<file path="src/core/pic_consts.svh">
// constant macros for the priority interrupt controller
`ifndef PIC_CONSTS_SVH
`define PIC_CONSTS_SVH
`define PIC_NSRC          14
`define PIC_VEC_NMI       8'h07
`define PIC_VEC_CH3_A     8'h24
`define PIC_VEC_CH3_B     8'h25
`define PIC_VEC_CH3_W     8'h26
`define PIC_VEC_CH4_A     8'h28
`define PIC_VEC_CH4_B     8'h29
`define PIC_VEC_CH4_W     8'h2a
`define PIC_VEC_SIO_ERR   8'h34
`define PIC_VEC_SIO_RXF   8'h35
`define PIC_VEC_SIO_TXE   8'h36
`define PIC_VEC_SIO_TXD   8'h37
`define PIC_VEC_CONV      8'h3c
`define PIC_VEC_SHIFT     2
`define PIC_ADDR_BITS     16
`define PIC_OFF_SYSCTL    8'h00
`define PIC_OFF_PRIO      8'h04
`define PIC_OFF_ENABLE    8'h08
`define PIC_OFF_CPUFLAG   8'h0c
`define PIC_OFF_STATUS    8'h10
`define PIC_BIT_MSS       0
`define PIC_BIT_NMIEDGE   1
`define PIC_BIT_GMASK     0
`define PIC_BIT_SMASK     1
`define PIC_BIT_STANDBY   2
`define PIC_BIT_B7        7
`define PIC_BIT_B6        6
`define PIC_BIT_B3        3
`define PIC_BIT_B1        1
`define PIC_RST_SYSCTL    8'h01
`define PIC_RST_PRIO      8'h00
`define PIC_RST_ENABLE    16'h0000
`define PIC_RST_CPUFLAG   8'h01
`endif

</file>
<file path="src/core/pic_pkg.sv">
// types for the priority interrupt controller
package pic_pkg;
  typedef enum logic [2:0] {ST_RUN, ST_WAIT_END, ST_PUSH_PC, ST_PUSH_CW, ST_VEC_REQ, ST_VEC_WAIT, ST_JUMP} pic_state_t;
  typedef struct packed {
    logic        valid;
    logic [7:0]  vector;
    logic [15:0] vec_addr;
  } pic_take_t;
  typedef struct packed {
    logic        retire;
    logic [31:0] pc;
    logic [7:0]  cond_word;
  } pic_cpu_t;
endpackage

</file>
<file path="src/core/pic_top.sv">
// priority interrupt controller with cpu exception sequencer and ahb-lite registers
// Contract
// - ch3 requests: vectors 36-38, bit b7
// - ch4 requests: vectors 40-42, bit b6
// - serial 52-55 under b3, converter 60 b1
// - vector address is four times vector
// - nmi taken unless reset or standby
// - disabled sources are ignored
// - forward only occurred and enabled requests
// - select one by level, others pend
// - equal level ties use default order
// - scheme 1: global flag masks all maskable
// - level 1 ranks above level 0
// - scheme 0: global flag masks level 0
// - scheme 0, global only: nmi and level1
// - scheme 0, global clear: accept all
// - scheme 0, both flags: nmi only
// - start only at instruction end
// - push pc and condition word
// - scheme 1: set global flag after save
// - scheme 0: set both flags after save
// - fetch vector, run from handler address
// - smaller vector wins by default
// - nmi highest, vector 7, edge selectable
//
// Our own choices: the register offsets and the AHB-Lite slave port.
`timescale 1ns/1ns
`include "pic_consts.svh"
module pic_top (
  input  wire logic                 CLK,        // 250 MHz system clock
  input  wire logic                 RESET_N,    // synchronous reset, active low
  input  wire logic                 NMI_PIN,    // nonmaskable request pin
  input  wire logic [13:0]          SRC_REQ,    // module requests, vector order (ch3 a..conv)
  input  wire pic_pkg::pic_cpu_t    CPU_IN,     // cpu retire strobe, pc, condition word
  output logic                      CPU_HOLD,   // cpu stalled during exception
  output logic                      STK_WR,     // stack push strobe
  output logic [31:0]               STK_DATA,   // stack push data
  output logic                      VEC_RD,     // vector fetch request
  output pic_pkg::pic_take_t        VEC_INFO,   // accepted vector and address
  input  wire logic                 VEC_ACK,    // vector data valid
  input  wire logic [31:0]          VEC_DATA,   // handler start address
  output logic                      JUMP,       // load pc from jump target
  output logic [31:0]               JUMP_PC,    // handler start address
  input  wire logic [31:0]          HADDR,      // ahb address
  input  wire logic [1:0]           HTRANS,     // ahb transfer type
  input  wire logic                 HWRITE,     // ahb write
  input  wire logic [2:0]           HSIZE,      // ahb size
  input  wire logic [31:0]          HWDATA,     // ahb write data
  input  wire logic                 HSEL,       // ahb select
  input  wire logic                 HREADY,     // ahb bus ready
  output logic [31:0]               HRDATA,     // ahb read data
  output logic                      HREADYOUT,  // ahb slave ready
  output logic                      HRESP       // ahb response, always okay
);
  import pic_pkg::*;

  logic [7:0]  system_control_reg;
  logic [7:0]  priority_level_bits;
  logic [15:0] enable_reg;
  logic [7:0]  cpu_flag_reg;
  logic        ph_wr_reg;
  logic [31:0] ph_addr_reg;
  logic [2:0]  nmi_sync_reg;
  logic        nmi_pend_reg;
  pic_state_t  state_reg;
  pic_take_t   take_reg;
  logic [31:0] pc_save_reg;
  logic [7:0]  cw_save_reg;
  logic [31:0] hrdata_reg;

  wire mss       = system_control_reg[`PIC_BIT_MSS];
  wire nmi_rise  = system_control_reg[`PIC_BIT_NMIEDGE];
  wire gmask     = cpu_flag_reg[`PIC_BIT_GMASK];
  wire smask     = cpu_flag_reg[`PIC_BIT_SMASK];
  wire standby   = cpu_flag_reg[`PIC_BIT_STANDBY];

  // vectors and priority bits per source, in default order
  localparam logic [7:0] VEC_TAB [14] = '{`PIC_VEC_CH3_A, `PIC_VEC_CH3_B, `PIC_VEC_CH3_W,
    `PIC_VEC_CH4_A, `PIC_VEC_CH4_B, `PIC_VEC_CH4_W, `PIC_VEC_SIO_ERR, `PIC_VEC_SIO_RXF,
    `PIC_VEC_SIO_TXE, `PIC_VEC_SIO_TXD, `PIC_VEC_CONV, 8'h00, 8'h00, 8'h00};
  localparam int PBIT_TAB [14] = '{`PIC_BIT_B7, `PIC_BIT_B7, `PIC_BIT_B7, `PIC_BIT_B6, `PIC_BIT_B6,
    `PIC_BIT_B6, `PIC_BIT_B3, `PIC_BIT_B3, `PIC_BIT_B3, `PIC_BIT_B3, `PIC_BIT_B1, 0, 0, 0};

  // bus slave: zero wait states, okay always
  assign HREADYOUT = 1'b1;
  assign HRESP     = 1'b0;
  assign HRDATA    = hrdata_reg;

  always_ff @(posedge CLK) begin
    if (!RESET_N) begin
      ph_wr_reg   <= 1'b0;
      ph_addr_reg <= 32'h0000_0000;
    end else if (HREADY) begin
      ph_wr_reg   <= HSEL && HTRANS[1] && HWRITE;
      ph_addr_reg <= HADDR;
    end
  end

  always_ff @(posedge CLK) begin
    if (!RESET_N) begin
      hrdata_reg <= 32'h0000_0000;
    end else if (HREADY && HSEL && HTRANS[1] && !HWRITE) begin
      unique case (HADDR[7:0])
        `PIC_OFF_SYSCTL:  hrdata_reg <= {24'h000000, system_control_reg};
        `PIC_OFF_PRIO:    hrdata_reg <= {24'h000000, priority_level_bits};
        `PIC_OFF_ENABLE:  hrdata_reg <= {16'h0000, enable_reg};
        `PIC_OFF_CPUFLAG: hrdata_reg <= {24'h000000, cpu_flag_reg};
        `PIC_OFF_STATUS:  hrdata_reg <= {16'h0000, nmi_pend_reg, state_reg, 4'h0, take_reg.vector};
        default:          hrdata_reg <= 32'h0000_0000;
      endcase
    end
  end

  always_ff @(posedge CLK) begin
    if (!RESET_N) begin
      system_control_reg  <= `PIC_RST_SYSCTL;
      priority_level_bits <= `PIC_RST_PRIO;
      enable_reg          <= `PIC_RST_ENABLE;
    end else if (ph_wr_reg) begin
      if (ph_addr_reg[7:0] == `PIC_OFF_SYSCTL) system_control_reg <= HWDATA[7:0];
      if (ph_addr_reg[7:0] == `PIC_OFF_PRIO) priority_level_bits <= HWDATA[7:0];
      if (ph_addr_reg[7:0] == `PIC_OFF_ENABLE) enable_reg <= HWDATA[15:0];
    end
  end

  // nmi pin: three stages, change once stages two and three agree
  always_ff @(posedge CLK) begin
    if (!RESET_N) begin
      nmi_sync_reg <= 3'b000;
    end else begin
      nmi_sync_reg <= {nmi_sync_reg[1:0], NMI_PIN};
    end
  end
  logic nmi_level_reg;
  always_ff @(posedge CLK) begin
    if (!RESET_N) begin
      nmi_level_reg <= 1'b0;
    end else if (nmi_sync_reg[1] == nmi_sync_reg[2]) begin
      nmi_level_reg <= nmi_sync_reg[2];
    end
  end
  wire nmi_edge = (nmi_sync_reg[1] == nmi_sync_reg[2]) && (nmi_sync_reg[2] != nmi_level_reg) &&
                  (nmi_sync_reg[2] == nmi_rise);
  // the vector mux picks nmi whenever it is pending, so clear on that same view
  wire nmi_taken = (state_reg == ST_WAIT_END) && CPU_IN.retire && nmi_pend_reg;

  always_ff @(posedge CLK) begin
    if (!RESET_N) begin
      nmi_pend_reg <= 1'b0;
    end else if (standby) begin
      nmi_pend_reg <= 1'b0;
    end else if (nmi_edge) begin
      nmi_pend_reg <= 1'b1; // set wins over the clear
    end else if (nmi_taken) begin
      nmi_pend_reg <= 1'b0;
    end
  end

  // requests gated by enables and level-dependent masks
  logic [13:0] live;
  logic [13:0] level1;
  genvar g;
  generate
    for (g = 0; g < `PIC_NSRC; g++) begin : g_src
      wire lvl = (g < 11) ? priority_level_bits[PBIT_TAB[g]] : 1'b0;
      wire allowed = mss ? !gmask
                         : (!gmask || (lvl && !smask));
      assign level1[g] = lvl;
      assign live[g]   = (g < 11) && SRC_REQ[g] && enable_reg[g] && allowed;
    end
  endgenerate

  // level 1 group first, then default order (lowest index = smallest vector)
  logic [3:0] pick;
  logic       pick_ok;
  always_comb begin
    pick    = 4'h0;
    pick_ok = 1'b0;
    for (int i = `PIC_NSRC - 1; i >= 0; i--) begin
      if (live[i] && level1[i]) begin
        pick    = 4'(i);
        pick_ok = 1'b1;
      end
    end
    if (!pick_ok) begin
      for (int i = `PIC_NSRC - 1; i >= 0; i--) begin
        if (live[i]) begin
          pick    = 4'(i);
          pick_ok = 1'b1;
        end
      end
    end
  end

  wire        any_req  = nmi_pend_reg || pick_ok;
  wire [7:0]  sel_vec  = nmi_pend_reg ? `PIC_VEC_NMI : VEC_TAB[pick];
  wire [15:0] sel_addr = 16'({sel_vec, 2'b00});

  // exception sequencer
  always_ff @(posedge CLK) begin
    if (!RESET_N) begin
      state_reg <= ST_RUN;
    end else begin
      unique case (state_reg)
        ST_RUN:      if (any_req) state_reg <= ST_WAIT_END;
        ST_WAIT_END: if (CPU_IN.retire) state_reg <= any_req ? ST_PUSH_PC : ST_RUN;
        ST_PUSH_PC:  state_reg <= ST_PUSH_CW;
        ST_PUSH_CW:  state_reg <= ST_VEC_REQ;
        ST_VEC_REQ:  state_reg <= ST_VEC_WAIT;
        ST_VEC_WAIT: if (VEC_ACK) state_reg <= ST_JUMP;
        ST_JUMP:     state_reg <= ST_RUN;
      endcase
    end
  end

  // decision re-evaluated while waiting; frozen at the instruction end
  always_ff @(posedge CLK) begin
    if (!RESET_N) begin
      take_reg     <= '0;
      pc_save_reg  <= 32'h0000_0000;
      cw_save_reg  <= 8'h00;
    end else if (state_reg == ST_RUN || state_reg == ST_WAIT_END) begin
      take_reg.vector   <= sel_vec;
      take_reg.vec_addr <= sel_addr;
      take_reg.valid    <= 1'b0;
      if (state_reg == ST_WAIT_END && CPU_IN.retire) begin
        take_reg.valid <= any_req;
        pc_save_reg    <= CPU_IN.pc;
        cw_save_reg    <= CPU_IN.cond_word;
      end
    end else if (state_reg == ST_JUMP) begin
      take_reg.valid <= 1'b0;
    end
  end

  // cpu mask flags: reset masked; write from bus, set on acceptance
  always_ff @(posedge CLK) begin
    if (!RESET_N) begin
      cpu_flag_reg <= `PIC_RST_CPUFLAG;
    end else if (state_reg == ST_PUSH_CW) begin
      cpu_flag_reg[`PIC_BIT_GMASK] <= 1'b1;
      if (!mss) cpu_flag_reg[`PIC_BIT_SMASK] <= 1'b1;
    end else if (ph_wr_reg && ph_addr_reg[7:0] == `PIC_OFF_CPUFLAG) begin
      cpu_flag_reg <= HWDATA[7:0];
    end
  end

  // stack pushes, vector fetch, jump
  always_ff @(posedge CLK) begin
    if (!RESET_N) begin
      STK_WR   <= 1'b0;
      STK_DATA <= 32'h0000_0000;
      VEC_RD   <= 1'b0;
      JUMP     <= 1'b0;
      JUMP_PC  <= 32'h0000_0000;
    end else begin
      STK_WR <= (state_reg == ST_PUSH_PC) || (state_reg == ST_PUSH_CW);
      if (state_reg == ST_PUSH_PC) STK_DATA <= pc_save_reg;
      if (state_reg == ST_PUSH_CW) STK_DATA <= {24'h000000, cw_save_reg};
      VEC_RD <= (state_reg == ST_VEC_REQ) || (state_reg == ST_VEC_WAIT && !VEC_ACK);
      JUMP   <= (state_reg == ST_VEC_WAIT) && VEC_ACK;
      if (state_reg == ST_VEC_WAIT && VEC_ACK) JUMP_PC <= VEC_DATA;
    end
  end

  assign CPU_HOLD = (state_reg != ST_RUN) && (state_reg != ST_WAIT_END);
  assign VEC_INFO = take_reg;
endmodule

</file>
<file path="config.mk">
export PLATFORM = sky130hd
export DESIGN_NAME = pic_top
export DESIGN_NICKNAME = d
export VERILOG_FILES = /design/src/core/pic_pkg.sv /design/src/core/pic_top.sv
export VERILOG_INCLUDE_DIRS = /design/src /design/src/core
export SDC_FILE = /design/constraint.sdc
export NUM_CORES = 1
export LEC_CHECK = 0
export BUFFER_PORTS_ARGS = -buffer_cell sky130_fd_sc_hd__buf_2
export CAP_MARGIN = 30
export CORE_MARGIN = 2
export CORE_UTILIZATION = 52
export CTS_BUF_LIST = sky130_fd_sc_hd__clkbuf_4
export DETAILED_ROUTE_END_ITERATION = 8
export PLACE_DENSITY = 0.85
export SETUP_SLACK_MARGIN = 0.4
export SLEW_MARGIN = 20
export SYNTH_ARGS = -nofsm -noshare
export SYNTH_HDL_FRONTEND = slang
export SYNTH_SLANG_ARGS = --single-unit
</file>
<file path="constraint.sdc">
create_clock -name CLK -period 3.02 [get_ports CLK]
set_input_delay 0.151 -clock CLK [delete_from_list [all_inputs] [get_ports CLK]]
set_output_delay 0.151 -clock CLK [all_outputs]
set_load 0.01 [all_outputs]
</file>
==> results of run 1 <==
[cell families after synthesis]
group,Yosys count,synth area share
buf+inv,101,0.0665
fa+ha+maj,3,0.00457
mux,65,0.0841
simple gates,365,0.208
compound gates,199,0.180
other cells,2,0.000914
flops,187,0.456
[routing by layer]
metal,routed length (um),global-route usage,vias up
li1,-,-,3685
met1,9390,0.320,3502
met2,11100,0.455,290
met3,1550,0.0627,51
met4,609,0.112,0
met5,0,0,-
[timing repair]
action | 4_1_cts | 5_1_grt
setup buffers | 0 | 3
hold buffers | 109 | 0
gates resized for setup | 0 | 6
hold endpoints to repair | 144 | 0
setup endpoints to repair | 0 | 6
[final cells by class]
| class | instances | area (sq um) |
|---|---|---|
| Antenna cell | 2 | 5.00 |
| Fill cell | 1155 | 4630 |
| Multi-Input combinational cell | 662 | 4050 |
| Inverter | 9 | 33.8 |
| Sequential cell | 187 | 3750 |
| Clock inverter | 13 | 134 |
| Tap cell | 211 | 264 |
| Clock buffer | 19 | 143 |
| Timing Repair Buffer | 340 | 2310 |
[power groups by stage]
stage               Sequential, W  Clock [W]  Combinational (W)
floorplan                 0.00255          0           0.000145
global placement          0.00255          0           0.000231
detailed placement        0.00255          0           0.000233
CTS                       0.00250    0.00138           0.000334
global route              0.00250    0.00146           0.000369
finish                    0.00250    0.00135           0.000345
[worst max path at each step]
| stage | from | end | slack [ps] | cells after the start |
|---|---|---|---|---|
| 6_report | ph_addr_reg[1] | enable_reg[14] | 560 | 7 |
| 5_1_grt | cpu_flag_reg[0] | VEC_INFO[19] | 400 | 11 |
| 4_1_cts | priority_level_bits[6] | VEC_INFO[18] | 510 | 9 |
| 3_5_place_dp | priority_level_bits[6] | VEC_INFO[18] | 550 | 9 |
| 3_3_place_gp | system_control_reg[0] | VEC_INFO[19] | 600 | 11 |
| 2_1_floorplan | priority_level_bits[6] | VEC_INFO[18] | 840 | 9 |
[Yosys cell counts, drive strengths merged (8+ instances only)]
cell type	number	area share
a21boi	81	0.074
a21oi	41	0.027
a22o	8	0.0087
and2	9	0.0069
buf	44	0.041
clkbuf	48	0.022
dfxtp	187	0.46
inv	9	0.0041
mux2i	57	0.069
nand2	240	0.11
nand3	16	0.010
nor2	19	0.0087
nor2b	48	0.037
o211a	14	0.017
o21ai	14	0.0085
[metrics by stage]
stage               worst slack (ps)  std cells  area (sq um)  total power (W)
floorplan                        843        950          8320          0.00270
global placement                 598       1297          9280          0.00278
detailed placement               554       1297          9280          0.00278
CTS                              511       1438         10600          0.00421
global route                     402       1441         10700          0.00433
finish                           564       1443         10700          0.00419
[cells in the final DEF (no fill, tap or decap), types with 5 or more instances in the layout]
master	synthesis	final
sky130_fd_sc_hd__nor2_1	19	18
sky130_fd_sc_hd__buf_2	2	211
sky130_fd_sc_hd__clkinvlp_4	0	5
sky130_fd_sc_hd__o211a_1	14	14
sky130_fd_sc_hd__a22o_1	7	7
sky130_fd_sc_hd__nand2_1	240	240
sky130_fd_sc_hd__nor3b_1	6	6
sky130_fd_sc_hd__a222oi_1	7	7
sky130_fd_sc_hd__and2_1	8	8
sky130_fd_sc_hd__a21boi_0	77	77
sky130_fd_sc_hd__dfxtp_1	187	183
sky130_fd_sc_hd__dlygate4sd3_1	0	109
sky130_fd_sc_hd__nor2b_1	47	47
sky130_fd_sc_hd__mux2i_1	57	57
sky130_fd_sc_hd__mux2_2	5	5
sky130_fd_sc_hd__nand2b_1	5	5
sky130_fd_sc_hd__a21oi_1	38	37
sky130_fd_sc_hd__clkbuf_4	0	19
sky130_fd_sc_hd__o21ai_0	10	10
sky130_fd_sc_hd__buf_4	37	19
sky130_fd_sc_hd__inv_1	9	9
sky130_fd_sc_hd__conb_1	2	30
sky130_fd_sc_hd__nand3_1	15	15
[worst max-delay path, delay by kind of cell, from the launching register on]
| kind | cells | cell delay [ps] |
|---|---|---|
| buf+inv | 2 | 780 |
| flops | 1 | 340 |
| simple gates | 4 | 1040 |
| mux | 1 | 180 |
==> summary.txt, run 1 <==
======================================================================================
Switching power share of the total                                               0.254
Total clock buffers created by CTS                                                  17
Hold worst-path end                                                       ph_addr_reg[3]
Setup violations, final                                                              0
Async set-reset flop share out of synthesis                                          0
Hold_ws                                                                        62.2 ps
Global-route wire length before repair                                        35500 um
Count of unique library cells instantiated by Yosys                                 74
Hold Path Stages                                                                     3
List of cells traversed by the critical path                              or4_4 -> nor4b_4 -> nand3b_1 -> buf_4 -> mux2i_1 -> nor2b_1 -> dlygate4sd3_1
Share of the core filled with cells                                              0.698
Clk_lat worst skew                                                              560 ps
Initial cell density of the core                                                 0.537
Core box area                                                              15300 sq um
Register area share after synthesis                                              0.456
Total number of vias                                                              7528
Worst hold start                                                                HREADY
Worst Hold Class                                                             in -> reg
First-pass iteration count of the detailed router                                    5
Worst setup slack for register-to-register paths                                560 ps
Number of enable-type register cells in the synthesized netlist                      0
Critical path fanouts, max                                                          16
Vias in the first global route                                                    7246
Net load switching power                                                     0.00106 W
Result of the run                                                         finished, final reports clean
Clock root buffer master                                                  sky130_fd_sc_hd__clkbuf_4
Global route total overflow                                                          0
Endpoints failing hold                                                               0
Area grow syn2layout                                                             30.1%
Antenna violations before repair                                                     0
Headroom to the max-slew limit                                                   0.373
Final min period                                                               2460 ps
Largest net degree at the start of global routing                                   77
Placed wire-length estimate                                                   14400 um
Number of ports placed on the die boundary                                         290
Maximum frequency from static timing analysis                                  407 MHz
Mean Syn Cell Area                                                          8.91 sq um
Dominant synthesized flop cell                                            sky130_fd_sc_hd__dfxtp_1
Gate power share                                                                 0.082
Power per Cell Area                                                        392 nW/um^2
Area enclosed by the die boundary                                          16800 sq um
Largest incremental delay on the critical path                                  540 ps
Clock transition at the registers of the reported paths                         140 ps
TritonCTS clock tree                                                             built
DRC marker count from the first detailed-route iteration                           451
Count of buffers inserted at the top-level ports                                   212
DR WL/cell                                                                     15.7 um
Startpoint class of the critical path                                             flop
Clock H-tree levels                                                                  4
Total internal power                                                         0.00313 W
Sequential group share of total power                                            0.596
Clock Tree Buf Depth                                                                 2
Final TNS setup                                                                   0 ps
Synthesis warning total                                                              0
Final worst path period share                                                    0.813
Cell type of the slowest stage on the worst timing path                   sky130_fd_sc_hd__or4_4
Number of design rule violations left after detail routing                           0
Final-stage net count                                                             1383
Die boundary height                                                             130 um
Number of cells produced by synthesis                                              922
Reg2reg end                                                               enable_reg[14]
Kind of critical path                                                       reg -> reg
Setup clock skew after layout                                                  22.1 ps
WP data arrival                                                                2910 ps
Relative contribution of the clock network to total power                        0.321
Critical Path Sink Type                                                           flop
Setup repair after global routing missed its margin                              false
IR drop worst, VDD                                                            0.301 mV
Lkg Pwr                                                                        4.59 nW
Synthesized area                                                            8220 sq um
Detail-routed via count per cell                                                  5.22
Worst EP required                                                              3480 ps
CTS Sinks                                                                          187
Number of routed nets with antenna violations                                        0
Total of flip-flops plus latches after synthesis                                   187
Weighted congestion reported at the end of routability-driven placement          0.930
Width of the die                                                                130 um
WL final                                                                      22700 um
Max-cap violations                                                                   0
GRT Util Overall                                                                 0.265
Startpoint of the lowest-slack register-to-register path                  ph_addr_reg[1]
Number of cell rows                                                                 45
Fraction of layout cells with a size suffix above 1                              0.239
Measured slew at the worst slew-check pin                                       938 ps
Pins over their slew limit                                                           0
Number of cells on the worst reg-to-reg path                                         7
======================================================================================
Note: power is estimated with default switching activity, not from simulation.
==> run 2: changes to the inputs <==
==> constraint.sdc (replaced) <==
create_clock -name CLK -period 2.4 [get_ports CLK]
set_input_delay 0.12 -clock CLK [delete_from_list [all_inputs] [get_ports CLK]]
set_output_delay 0.12 -clock CLK [all_outputs]
set_load 0.01 [all_outputs]
==> summary.txt, run 2 (synthesis results as in run 1) <==
======================================================================================
Cell type of the slowest stage on the worst timing path                   sky130_fd_sc_hd__or3b_4   was sky130_fd_sc_hd__or4_4
Setup violations, final                                                              0   unchanged
DR WL/cell                                                                     16.8 um   was 15.7 um
Area enclosed by the die boundary                                          16800 sq um   unchanged
Area grow syn2layout                                                             36.4%   was 30.1%
Clock transition at the registers of the reported paths                         150 ps   was 140 ps
Number of cell rows                                                                 45   unchanged
Total number of vias                                                              7823   was 7528
Result of the run                                                         finished, final reports clean   unchanged
Global route total overflow                                                          0   unchanged
Antenna violations before repair                                                     0   unchanged
Antenna diodes                                                                       0   was 2
Headroom to the max-slew limit                                                   0.567   was 0.373
IR drop worst, VDD                                                            0.467 mV   was 0.301 mV
Worst Hold Class                                                             in -> reg   unchanged
Hold_ws                                                                        90.4 ps   was 62.2 ps
Count of buffers inserted at the top-level ports                                   212   unchanged
Number of ports placed on the die boundary                                         290   unchanged
List of cells traversed by the critical path                              or3b_4 -> a21oi_4 -> a21oi_2 -> o22ai_2 -> a32oi_2 -> o32a_1 -> ha_4 -> inv_2 -> nor2_2 -> a211oi_2 -> a21oi_1   was or4_4 -> nor4b_4 -> nand3b_1 -> buf_4 -> mux2i_1 -> nor2b_1 -> dlygate4sd3_1
Number of design rule violations left after detail routing                           0   unchanged
Worst setup slack after placement                                              73.8 ps   was 554 ps
Placed inst area                                                            9380 sq um   was 9280 sq um
DRC marker count from the first detailed-route iteration                           509   was 451
Final min period                                                               2280 ps   was 2460 ps
GRT Util Overall                                                                 0.282   was 0.265
Lkg Pwr                                                                        4.77 nW   was 4.59 nW
Setup repair after global routing missed its margin                               true   was false
Worst EP required                                                              2890 ps   was 3480 ps
Final worst path period share                                                    0.951   was 0.813
Hold Path Stages                                                                     3   unchanged
First-pass iteration count of the detailed router                                    5   unchanged
Total clock buffers created by CTS                                                  17   unchanged
Hold worst-path end                                                          ph_wr_reg   was ph_addr_reg[3]
TritonCTS clock tree                                                             built   unchanged
Endpoints failing hold                                                               0   unchanged
Core box area                                                              15300 sq um   unchanged
Width of the die                                                                130 um   unchanged
Post-layout total power                                                      0.00556 W   was 0.00419 W
Final TNS setup                                                                   0 ps   unchanged
Startpoint class of the critical path                                             flop   unchanged
Fraction of layout cells with a size suffix above 1                              0.287   was 0.239
Kind of critical path                                                       reg -> reg   unchanged
Die boundary height                                                             130 um   unchanged
Clock H-tree levels                                                                  4   unchanged
Maximum frequency from static timing analysis                                  438 MHz   was 407 MHz
Largest incremental delay on the critical path                                  430 ps   was 540 ps
Most used cells in the layout excluding fill and tap cells                sky130_fd_sc_hd__nand2_1, sky130_fd_sc_hd__buf_2, sky130_fd_sc_hd__dfxtp_1   unchanged
Fin worst setup slack                                                           119 ps   was 564 ps
Critical Path Sink Type                                                           flop   unchanged
Clk_lat worst skew                                                              600 ps   was 560 ps
Number of cells on the worst reg-to-reg path                                        11   was 7
Max-cap violations                                                                   0   unchanged
Number of routed nets with antenna violations                                        0   unchanged
Final std cell area, no fill                                               11200 sq um   was 10700 sq um
Startpoint of the lowest-slack register-to-register path                  system_control_reg[0]   was ph_addr_reg[1]
Power per Cell Area                                                        496 nW/um^2   was 392 nW/um^2
Weighted congestion reported at the end of routability-driven placement          0.876   was 0.930
Setup clock skew after layout                                                  31.5 ps   was 22.1 ps
Clock Tree Buf Depth                                                                 2   unchanged
WP data arrival                                                                2770 ps   was 2910 ps
Clock root buffer master                                                  sky130_fd_sc_hd__clkbuf_4   unchanged
Reg2reg end                                                               VEC_INFO[19]   was enable_reg[14]
Measured slew at the worst slew-check pin                                       647 ps   was 938 ps
Initial cell density of the core                                                 0.537   unchanged
CTS Sinks                                                                          187   unchanged
Final-stage net count                                                             1413   was 1383
Pins over their slew limit                                                           0   unchanged
Detail-routed via count per cell                                                  5.32   was 5.22
Largest net degree at the start of global routing                                   63   was 77
Vias in the first global route                                                    7628   was 7246
Leading cell type in the layout, fill and taps excluded                   sky130_fd_sc_hd__nand2_1   unchanged
Placed wire-length estimate                                                   14800 um   was 14400 um
WL final                                                                      24700 um   was 22700 um
Critical path fanouts, max                                                           6   was 16
Worst setup slack for register-to-register paths                                120 ps   was 560 ps
Worst hold start                                                                HREADY   unchanged
Global-route wire length before repair                                        37300 um   was 35500 um
======================================================================================
## run 2: cell count changes in the layout (fill, tap and decap cells not counted), moves of 4 or more
cell                         change
sky130_fd_sc_hd__buf_4          +22
sky130_fd_sc_hd__mux2i_1         -4
sky130_fd_sc_hd__buf_6           +4
sky130_fd_sc_hd__a21oi_1         -5
sky130_fd_sc_hd__dfxtp_1         -6
sky130_fd_sc_hd__nor2_1          -5
sky130_fd_sc_hd__a21oi_2         +4
sky130_fd_sc_hd__clkinvlp_4      -4
sky130_fd_sc_hd__dfxtp_4         +5
sky130_fd_sc_hd__mux2i_2         +4
## run 2: through the flow
step / cells / utilization
floorplan: 950 / -
CTS: 1461 / 0.714
detailed placement: 1311 / 0.613
global placement: 1311 / 0.613
finish: 1471 / 0.732
global route: 1471 / 0.732
## run 2: cell type report
class | instances | area (sq um)
clock inverter | 15 | 208
multi-input combinational | 662 | 4230
fill | 1079 | 4100
sequential | 187 | 3770
timing repair buffer | 370 | 2580
clock buffer | 17 | 128
tap | 211 | 264
inverter | 9 | 33.8
## run 2: power breakdown
part           switching, W  internal, W
clock               0.00119     0.000766
combinational      0.000196     0.000266
sequential        0.0000184      0.00312
## run 2: repair_timing
item,4_1_cts,5_1_grt
hold buffers,110,0
endpoints found under the hold margin,131,0
setup buffers,8,9
setup endpoints to repair,24,53
pin swaps,6,27
resized for setup,15,47
cloned,0,1
## run 2: worst max-delay path by stage
stage	from	cells after the start	slack, ps	to
after floorplan	system_control_reg[0]	9	240	VEC_INFO[18]
after global routing	system_control_reg[0]	11	-3	VEC_INFO[19]
after CTS	cpu_flag_reg[1]	11	140	VEC_INFO[19]
after global placement	cpu_flag_reg[1]	9	80	VEC_INFO[16]
after detailed placement	cpu_flag_reg[1]	11	70	VEC_INFO[19]
final	system_control_reg[0]	11	120	VEC_INFO[19]
## run 2: metal layers
metal  up-vias  wire length, um  track usage
met2       349            12300        0.498
met4         0              754        0.120
met5         -                0            0
li1       3733                -            -
met1      3674             9790        0.328
met3        67             1790       0.0664
## run 2: worst max-delay path, delay by kind of cell, from the launching register on
| family | cells | cell delay (ps) |
|---|---|---|
| AO/OA/AOI/OAI | 7 | 1100 |
| flip-flops | 1 | 400 |
| AND/OR/NAND/NOR | 2 | 460 |
| buffers and inverters | 1 | 40 |
| adder cells (fa/ha/maj) | 1 | 170 |
